File: src/logic/uart_bg_pkg.sv
/*
 * Shared constants for the baud rate generator with internal loopback:
 * register offsets, field positions, reset values and setting limits.
 * Assumes an 8-bit register port with a 3-bit byte address.
 */
package uart_bg_pkg;
   // --------------------------------------------------------------
   // Register offsets
   // --------------------------------------------------------------
   localparam logic [2:0] OFF_DIV_LOW = 3'h0;
   localparam logic [2:0] OFF_DIV_HIGH = 3'h1;
   localparam logic [2:0] OFF_SAMPLE_CLOCK = 3'h2;
   localparam logic [2:0] OFF_PRESCALE_EXP = 3'h3;
   localparam logic [2:0] OFF_PRESCALE_OFF = 3'h4;
   localparam logic [2:0] OFF_MODEM_CTRL = 3'h5;
   localparam logic [2:0] OFF_MODE = 3'h6;
   localparam logic [2:0] OFF_STATUS = 3'h7;

   // --------------------------------------------------------------
   // Field positions
   // --------------------------------------------------------------
   localparam int MODEM_LOOPBACK_BIT = 4;
   localparam int MODE_ENHANCED_BIT = 0;
   localparam int STAT_LOOPBACK_BIT = 0;
   localparam int STAT_ENHANCED_BIT = 1;
   localparam int STAT_RUNNING_BIT = 2;

   // --------------------------------------------------------------
   // Reset values and legal ranges
   // --------------------------------------------------------------
   localparam logic [7:0] RST_DIV_LOW = 8'h01;
   localparam logic [7:0] RST_DIV_HIGH = 8'h00;
   localparam logic [3:0] RST_SAMPLE_CLOCK = 4'h0;
   localparam logic [1:0] RST_PRESCALE_EXP = 2'h1;
   localparam logic [2:0] RST_PRESCALE_OFF = 3'h0;
   localparam logic [7:0] RST_MODEM_CTRL = 8'h00;
   localparam logic RST_ENHANCED = 1'b0;
   localparam logic [3:0] SAMPLE_CLOCK_MAX = 4'hC;
   localparam logic [1:0] PRESCALE_EXP_MIN = 2'h1;
   localparam logic [1:0] PRESCALE_EXP_MAX = 2'h2;
   localparam logic [4:0] SAMPLE_BASE = 5'h10;
   localparam logic [6:0] LEGACY_PRESCALE = 7'h10;
endpackage : uart_bg_pkg

File: src/logic/rate_counter.sv
/*
 * Reloading fractional rate counter. Each clock adds step to an
 * accumulator; when the sum reaches period it reloads with the remainder
 * and emits a one-cycle tick, so ticks average step/period per clock.
 * Assumes step does not exceed period; otherwise the rate saturates.
 */
`timescale 1ns/10ps
`default_nettype none
module rate_counter #(
   parameter int ACC_W = 23,
   parameter int STEP_W = 5
) (
   // Clock and reset
   input wire logic mclk,
   input wire logic rst,
   // Settings
   input wire logic enable,
   input wire logic [ACC_W-1:0] period,
   input wire logic [STEP_W-1:0] step,
   // Output
   output logic tick_q
);
   initial begin
      if (STEP_W > ACC_W) $error("rate_counter: STEP_W wider than ACC_W");
   end

   logic [ACC_W-1:0] acc_q;
   logic [ACC_W:0] sum;
   logic [ACC_W:0] rem;
   logic reach;

   // -----------------------------------------------------------
   // Accumulate and reload
   // -----------------------------------------------------------
   assign sum = {1'b0, acc_q} + {{(ACC_W + 1 - STEP_W){1'b0}}, step};
   assign reach = sum >= {1'b0, period};
   assign rem = sum - {1'b0, period};

   // A zero period stops the counter rather than ticking every clock
   always_ff @(posedge mclk or posedge rst) begin
      if (rst) begin
         acc_q <= '0;
         tick_q <= 1'b0;
      end else if (!enable || period == '0) begin
         acc_q <= '0;
         tick_q <= 1'b0;
      end else if (reach) begin
         // A period shrunk by software leaves a stale remainder; drop it so the rate recovers at once
         acc_q <= (rem >= {1'b0, period}) ? '0 : rem[ACC_W-1:0]; // see RULE11
         tick_q <= 1'b1;
      end else begin
         acc_q <= sum[ACC_W-1:0];
         tick_q <= 1'b0;
      end
   end
endmodule : rate_counter
`default_nettype wire

File: src/logic/uart_baud_gen_loopback.sv
/*
 * Per-channel bit rate generator with diagnostic internal loopback.
 * Holds the divisor, sample clock, prescale and modem control registers,
 * derives sample and bit strobes from mclk, and steers the serial path.
 * Assumes the transmit and receive shift registers run on mclk and
 * the serial input pin is asynchronous to it.
 */
`timescale 1ns/10ps
`default_nettype none
// Summary of operation
// RULE1: modem_control_reg bit 4 set selects internal loopback; clear is normal.
// RULE2: In loopback the transmit shift output feeds the receive shift input.
// RULE3: Bit rate equals input clock over divisor times prescaler.
// RULE4: Divisor is low byte plus 256 times high byte.
// RULE5: Prescaler is two to the exponent times (sample count plus offset).
// RULE6: Sample count is sixteen minus sample_clock_reg; software writes 0h to Ch.
// RULE7: Exponent comes from prescale_exponent; software writes 01h to 02h.
// RULE8: Offset comes from prescale_offset; software writes 0h to 7h.
// RULE9: Software avoids zero sample count, divisor or prescaler.
// RULE10: Flexible prescaler and sample clock act only in enhanced mode.
// RULE11: Reloading counter gives sample strobes; sample-count strobes make one bit.
module uart_baud_gen_loopback
   import uart_bg_pkg::*;
#(
   parameter int DIV_W = 16
) (
   // Clock and reset
   input wire logic mclk,
   input wire logic rst,
   // Register port
   input wire logic [2:0] reg_addr,
   input wire logic [7:0] reg_wdata,
   input wire logic reg_write,
   input wire logic reg_read,
   output logic [7:0] reg_rdata,
   // Serial path
   input wire logic tx_shift_out,
   output logic rx_shift_in,
   input wire logic serial_in_pin,
   output logic serial_out_pin,
   // Strobes
   output logic sample_tick,
   output logic bit_tick
);
   initial begin
      if (DIV_W != 16) $error("uart_baud_gen_loopback: divisor must be 16 bits");
   end

   localparam int PRE_W = 7;
   localparam int ACC_W = DIV_W + PRE_W;
   // Prescaler fits seven bits: the largest legal value is (16 + 7) << 2

   // -----------------------------------------------------------
   // Helpers
   // -----------------------------------------------------------
   // Sample clocks per bit; fixed at sixteen outside enhanced mode
   function automatic logic [4:0] sample_count(input logic [3:0] sclk_val, input logic enh);
      sample_count = enh ? SAMPLE_BASE - {1'b0, sclk_val} : SAMPLE_BASE; // see RULE6 see RULE10
   endfunction : sample_count

   // Write strobe decode for one register offset
   function automatic logic wr_hit(input logic [2:0] addr, input logic [2:0] off, input logic wr);
      wr_hit = wr && (addr == off);
   endfunction : wr_hit

   // -----------------------------------------------------------
   // Registers
   // -----------------------------------------------------------
   logic [7:0] div_low_q;
   logic [7:0] divisor_high_byte_q;
   logic [3:0] sample_clock_reg_q;
   logic [1:0] prescale_exponent_q;
   logic [2:0] prescale_offset_q;
   logic [7:0] modem_control_reg_q;
   logic enhanced_q;
   logic [7:0] reg_rdata_q;

   logic scr_ok;
   logic exp_ok;
   assign scr_ok = reg_wdata[7:4] == 4'h0 && reg_wdata[3:0] <= SAMPLE_CLOCK_MAX;
   assign exp_ok = reg_wdata >= {6'h00, PRESCALE_EXP_MIN} && reg_wdata <= {6'h00, PRESCALE_EXP_MAX};

   // Out-of-range writes to limited fields are dropped so the count never hits zero
   always_ff @(posedge mclk or posedge rst) begin
      if (rst) begin
         div_low_q <= RST_DIV_LOW;
         divisor_high_byte_q <= RST_DIV_HIGH;
         sample_clock_reg_q <= RST_SAMPLE_CLOCK;
         prescale_exponent_q <= RST_PRESCALE_EXP;
         prescale_offset_q <= RST_PRESCALE_OFF;
         modem_control_reg_q <= RST_MODEM_CTRL;
         enhanced_q <= RST_ENHANCED;
      end else begin
         if (wr_hit(reg_addr, OFF_DIV_LOW, reg_write)) div_low_q <= reg_wdata;
         if (wr_hit(reg_addr, OFF_DIV_HIGH, reg_write)) divisor_high_byte_q <= reg_wdata;
         if (wr_hit(reg_addr, OFF_SAMPLE_CLOCK, reg_write) && scr_ok)
            sample_clock_reg_q <= reg_wdata[3:0]; // see RULE6
         if (wr_hit(reg_addr, OFF_PRESCALE_EXP, reg_write) && exp_ok)
            prescale_exponent_q <= reg_wdata[1:0]; // see RULE7
         if (wr_hit(reg_addr, OFF_PRESCALE_OFF, reg_write) && reg_wdata[7:3] == 5'h00)
            prescale_offset_q <= reg_wdata[2:0]; // see RULE8
         if (wr_hit(reg_addr, OFF_MODEM_CTRL, reg_write)) modem_control_reg_q <= reg_wdata;
         if (wr_hit(reg_addr, OFF_MODE, reg_write)) enhanced_q <= reg_wdata[MODE_ENHANCED_BIT];
      end
   end

   // -----------------------------------------------------------
   // Rate arithmetic
   // -----------------------------------------------------------
   logic [DIV_W-1:0] divisor;
   logic [4:0] samples;
   logic [PRE_W-1:0] prescaler;
   logic [ACC_W-1:0] period;
   logic loopback;
   logic running;

   assign divisor = {divisor_high_byte_q, div_low_q}; // see RULE4
   assign samples = sample_count(sample_clock_reg_q, enhanced_q);
   // Legacy mode keeps the plain divide-by-sixteen prescaler
   assign prescaler = enhanced_q
      ? PRE_W'({2'b00, samples} + {4'h0, prescale_offset_q}) << prescale_exponent_q // see RULE5 see RULE10
      : LEGACY_PRESCALE;
   // Both factors widened to the full product width so no high bits are lost
   assign period = {{PRE_W{1'b0}}, divisor} * {{DIV_W{1'b0}}, prescaler}; // see RULE3
   // Zero settings stop the generator instead of running wild
   assign running = divisor != '0 && prescaler != '0 && samples != '0; // see RULE9
   // Loopback takes effect on the edge after the control write lands
   assign loopback = modem_control_reg_q[MODEM_LOOPBACK_BIT]; // see RULE1

   // -----------------------------------------------------------
   // Sample strobe: samples per period of divisor times prescaler
   // -----------------------------------------------------------
   // Step is the sample count, so S strobes fall in every period of P clocks
   rate_counter #(
      .ACC_W(ACC_W),
      .STEP_W(5)
   ) u_rate (
      .mclk(mclk),
      .rst(rst),
      .enable(running),
      .period(period),
      .step(samples),
      .tick_q(sample_tick) // see RULE11
   );

   // -----------------------------------------------------------
   // Bit strobe: one per sample-count sample strobes
   // -----------------------------------------------------------
   logic [4:0] sample_idx_q;
   logic bit_tick_q;
   logic last_sample;
   // A sample count shrunk to or below the current index ends the current bit at the next strobe
   assign last_sample = sample_idx_q >= samples - 5'h01;

   always_ff @(posedge mclk or posedge rst) begin
      if (rst) begin
         sample_idx_q <= 5'h00;
         bit_tick_q <= 1'b0;
      end else begin
         bit_tick_q <= sample_tick && last_sample; // see RULE11
         if (!running) sample_idx_q <= 5'h00;
         else if (sample_tick) sample_idx_q <= last_sample ? 5'h00 : sample_idx_q + 5'h01;
      end
   end
   assign bit_tick = bit_tick_q;

   // -----------------------------------------------------------
   // Serial path with loopback
   // -----------------------------------------------------------
   logic pin_meta_q;
   logic pin_sync_q;
   logic rx_shift_in_q;
   logic serial_out_q;

   // Pin is asynchronous; two stages before anything reads it
   always_ff @(posedge mclk or posedge rst) begin
      if (rst) begin
         pin_meta_q <= 1'b1;
         pin_sync_q <= 1'b1;
      end else begin
         pin_meta_q <= serial_in_pin;
         pin_sync_q <= pin_meta_q;
      end
   end

   // Line is parked at idle mark while looped so the far end sees nothing
   always_ff @(posedge mclk or posedge rst) begin
      if (rst) begin
         rx_shift_in_q <= 1'b1;
         serial_out_q <= 1'b1;
      end else begin
         rx_shift_in_q <= loopback ? tx_shift_out : pin_sync_q; // see RULE2
         serial_out_q <= loopback ? 1'b1 : tx_shift_out; // see RULE1
      end
   end
   assign rx_shift_in = rx_shift_in_q;
   assign serial_out_pin = serial_out_q;

   // -----------------------------------------------------------
   // Read port: data in the cycle after the read strobe
   // -----------------------------------------------------------
   logic [7:0] rd_mux;
   logic [7:0] status;
   // Status is read-only; writes to its offset are ignored
   assign status = {5'h00, running, enhanced_q, loopback};
   assign rd_mux =
      (reg_addr == OFF_DIV_LOW) ? div_low_q :
      (reg_addr == OFF_DIV_HIGH) ? divisor_high_byte_q :
      (reg_addr == OFF_SAMPLE_CLOCK) ? {4'h0, sample_clock_reg_q} :
      (reg_addr == OFF_PRESCALE_EXP) ? {6'h00, prescale_exponent_q} :
      (reg_addr == OFF_PRESCALE_OFF) ? {5'h00, prescale_offset_q} :
      (reg_addr == OFF_MODEM_CTRL) ? modem_control_reg_q :
      (reg_addr == OFF_MODE) ? {7'h00, enhanced_q} :
      status;

   // Idle cycles return zero so a stale value never looks like fresh data
   always_ff @(posedge mclk or posedge rst) begin
      if (rst) reg_rdata_q <= 8'h00;
      else reg_rdata_q <= reg_read ? rd_mux : 8'h00;
   end
   assign reg_rdata = reg_rdata_q;
endmodule : uart_baud_gen_loopback
`default_nettype wire

File: config.mk
export PLATFORM = sky130hd
export DESIGN_NAME = uart_baud_gen_loopback
export DESIGN_NICKNAME = d
export VERILOG_FILES = /design/src/logic/uart_bg_pkg.sv /design/src/logic/rate_counter.sv /design/src/logic/uart_baud_gen_loopback.sv
export SDC_FILE = /design/constraint.sdc
export NUM_CORES = 1
export LEC_CHECK = 0
export BUFFER_PORTS_ARGS = -buffer_cell sky130_fd_sc_hd__buf_2
export CAP_MARGIN = 20
export CORE_MARGIN = 3
export CORE_UTILIZATION = 25
export CTS_BUF_LIST = sky130_fd_sc_hd__clkbuf_8
export CTS_CLUSTER_DIAMETER = 40
export DETAILED_ROUTE_END_ITERATION = 6
export PLACE_DENSITY = 0.42
export SKIP_CTS_REPAIR_TIMING = 1
export SYNTH_ARGS = -nofsm -noshare
export SYNTH_HDL_FRONTEND = slang
export SYNTH_SLANG_ARGS = --single-unit
File: constraint.sdc
create_clock -name mclk -period 16.5 [get_ports mclk]
set_input_delay 0.825 -clock mclk [delete_from_list [all_inputs] [get_ports mclk]]
set_output_delay 0.825 -clock mclk [all_outputs]
set_load 0.1 [all_outputs]
==> impl_metrics.json <==
{
  "synth.net_count": 1294,
  "die_w_um": 206,
  "yosys_warnings": 0,
  "tightestPinTransition_ns": 0.927,
  "synth_area_sq_mm": 0.00999,
  "crit_path_max_incr_delay_ns": 0.59,
  "start_util_pct": 25.6,
  "final_nets": 1293,
  "vias": 7674,
  "ys.flop_type": "dfrtp_1",
  "io_buffers": 28,
  "clk_latency_ns": 0.41,
  "rsz0062_at_grt": "no",
  "route.antenna.remaining_nets": 0,
  "place_congestion": 0.836,
  "cts.sinks": 76,
  "clk_pin_slew_worst_paths_ns": 0.09,
  "cp.required_ns": 16.80,
  "drive_gt1_share_pct": 12.6,
  "cp_top_family": "compound AO/OA/AOI/OAI gates",
  "fin_setup_tns_ns": 0,
  "power.density_mw_per_mm2": 123,
  "diodes": 0,
  "async_flop_share_pct": 100,
  "synthXorXnorAreaFrac_pct": 6.02,
  "finalPower_mw": 1.33,
  "dieArea_sq_mm": 0.0424,
  "crit_slowest_cell": "o211ai_2",
  "crit_buf_inv": 5,
  "worstRegToRegCells": 39,
  "fp.coreArea_sq_mm": 0.0391,
  "vias_per_cell": 4.72,
  "drv_cap": 0,
  "power.share.clock_pct": 11.6,
  "grt_max_degree": 58,
  "mostFrequentLayoutCells": "inv_1, ha_1, nand2_1",
  "wl_per_cell_um": 16.3,
  "endpoint_kind": "register",
  "path_max_fanout": 23,
  "synth-edff-count": 0,
  "first_iter_violations": 359,
  "fin_crit_sh_pct": 67.5,
  "grt_usage_pct": 13.1,
  "cts_tree": "yes",
  "dr.pass1.iters": 5,
  "relSlewSlack_pct": 38.0,
  "antenna_found_initial": 0,
  "synth_compound_area_share_pct": 16.4,
  "hold_viol_final": 0,
  "sw_frac_of_total_pct": 51.2,
  "vdd_drop_max_v": 0.0000770,
  "status": "finished, final reports clean",
  "combPwrFrac_pct": 68.7,
  "ys_seq_elements": 76,
  "fmax_ghz": 0.0898,
  "grt_pass1_vias": 7851,
  "synthAdderAreaFrac_pct": 27.1,
  "cts_buffers": 9,
  "drc_errors": 0,
  "final_common_cell": "inv_1",
  "place_ws_ns": 4.99,
  "min_delay_path_depth": 0,
  "fp-row-count": 72,
  "pwr-share-seq_pct": 19.6,
  "min_period_ns": 11.14,
  "setup_violations": 0,
  "clock_path_buffers": 2,
  "finClkSkew_ns": 0.0199,
  "die_y_um": 206,
  "dpl.hpwl_mm": 20.8,
  "synth_top_family_by_area": "adder cells",
  "whs_ns": 0.367,
  "ys_seq_area_share_pct": 19.1,
  "ctsHtreeMaxLevel": 3,
  "syn_avg_cell_area_sq_um": 9.05,
  "synthCells": 1104,
  "cellLeakagePower_nw": 5.28,
  "grt_overflow": 0,
  "worst_ep_arrival_time_ns": 11.44,
  "routed_wl_mm": 26.6,
  "crit_cells": 39,
  "ios": 29,
  "fin_ws_ns": 5.36,
  "intPower_mw": 0.649,
  "crit_path_start_kind": "register",
  "ys_types": 81,
  "synth_simple_gate_area_share_pct": 19.0,
  "muxShareOfSynthArea_pct": 5.09,
  "grt_pass1_wl_mm": 43.9,
  "drv_slew": 0,
  "path_class": "reg2reg",
  "switching_power_mw": 0.680,
  "hold_path_class": "reg2reg",
  "area_delta_synth_final_pct": 8.25,
  "root_buffer": "clkbuf_8"
}
metrics by stage:
step / cells / util, % / area (sq um)
floorplan: 1104 / - / 9990
global placement: 1609 / 27.2 / 10600
detailed placement: 1609 / 27.2 / 10600
CTS: 1625 / 27.6 / 10800
global route: 1626 / 27.7 / 10800
finish: 1626 / 27.7 / 10800
routing by layer:
layer  up-vias  track usage [%]  wire, um
li1       3822                -         -
met4         0             2.38       217
met1      3752             19.1     13800
met5         -                0         0
met2        85             20.5     11800
met3        15             2.11       772
final timing paths:
path | startpoint | endpoint | slack [ns]
worst max-delay path | sample_clock_reg_q[0]$_DFFE_PP0P_ | u_rate.acc_q[0]$_DFF_PP0_ | 5.36
worst min-delay path | pin_meta_q$_DFF_PP1_ | pin_sync_q$_DFF_PP1_ | 0.37
worst max register to register | sample_clock_reg_q[0]$_DFFE_PP0P_ | u_rate.acc_q[0]$_DFF_PP0_ | 5.36
worst min register to register | pin_meta_q$_DFF_PP1_ | pin_sync_q$_DFF_PP1_ | 0.37
max in group asynchronous | rst | modem_control_reg_q[7]$_DFFE_PP0P_ | 14.97
min in group asynchronous | rst | u_rate.acc_q[4]$_DFF_PP0_ | 0.39
power groups by stage:
| stage | clock network, mW | logic, mW | registers (mW) |
|---|---|---|---|
| 6_report | 0.154 | 0.913 | 0.261 |
| 3_5_place_dp | 0 | 0.913 | 0.266 |
| 2_1_floorplan | 0 | 0.707 | 0.250 |
| 3_3_place_gp | 0 | 0.920 | 0.266 |
| 4_1_cts | 0.162 | 0.923 | 0.262 |
| 5_1_grt | 0.169 | 1.06 | 0.267 |
cells by family (layout without fill, tap and decap cells):
kind of cell    Yosys count  count (layout)
compound gates          213             213
simple gates            354             354
xor+xnor                 64              64
mux                      44              44
buf+inv                 180             184
flops                    76              76
fa+ha+maj               173             173
sequential cells by signal, indices dropped and copies added, names as in the netlist:
name and flops:
pin_meta_q 1, modem_control_reg_q 8, rx_shift_in 1, div_low_q 8
enhanced_q 1, u_rate.tick_q 1, prescale_exponent_q 2, reg_rdata 8
serial_out_pin 1, sample_clock_reg_q 4, bit_tick 1, pin_sync_q 1
divisor_high_byte_q 8, u_rate.acc_q 23, sample_idx_q 5, prescale_offset_q 3
worst reg2reg max path, delay by kind of cell, from the launching register on:
family | cells | cell delay (ns)
compound gates | 18 | 4.61
simple gates | 6 | 1.51
fa+ha+maj | 9 | 3.81
buf+inv | 5 | 0.36
flops | 1 | 0.46
mux | 1 | 0.31
synth_stat cells (7+ instances only):
master | count | share of area, %
inv_1 | 130 | 4.9
ha_1 | 101 | 13
nand2_1 | 87 | 3.3
fa_1 | 72 | 14
and2_1 | 70 | 4.4
dfrtp_1 | 70 | 18
nor2_1 | 47 | 1.8
nand3_1 | 37 | 1.9
mux2_2 | 34 | 3.8
xnor2_1 | 33 | 2.9
a21oi_1 | 32 | 1.6
o21ai_0 | 32 | 1.6
clkbuf_1 | 30 | 1.1
a21o_1 | 27 | 2.0
xor2_1 | 27 | 2.4
and3_1 | 21 | 1.3
o31ai_2 | 21 | 2.6
a31oi_1 | 15 | 0.94
nor3_1 | 15 | 0.75
nand4_1 | 14 | 0.88
buf_1 | 11 | 0.41
o21a_1 | 11 | 0.83
nor2b_1 | 9 | 0.56
nor4_1 | 9 | 0.56
mux2i_1 | 8 | 0.80
nand2b_1 | 8 | 0.50
a211o_1 | 7 | 0.61
or3_1 | 7 | 0.44
layout make-up:
| cell class | instances | area (sq um) |
|---|---|---|
| Clock buffer | 9 | 124 |
| Clock inverter | 7 | 66.3 |
| Fill cell | 4235 | 28300 |
| Inverter | 130 | 489 |
| Multi-Input combinational cell | 848 | 7360 |
| Sequential cell | 76 | 1910 |
| Tap cell | 518 | 648 |
| Timing Repair Buffer | 38 | 215 |
No activity file was read; power rests on OpenSTA's default activity.
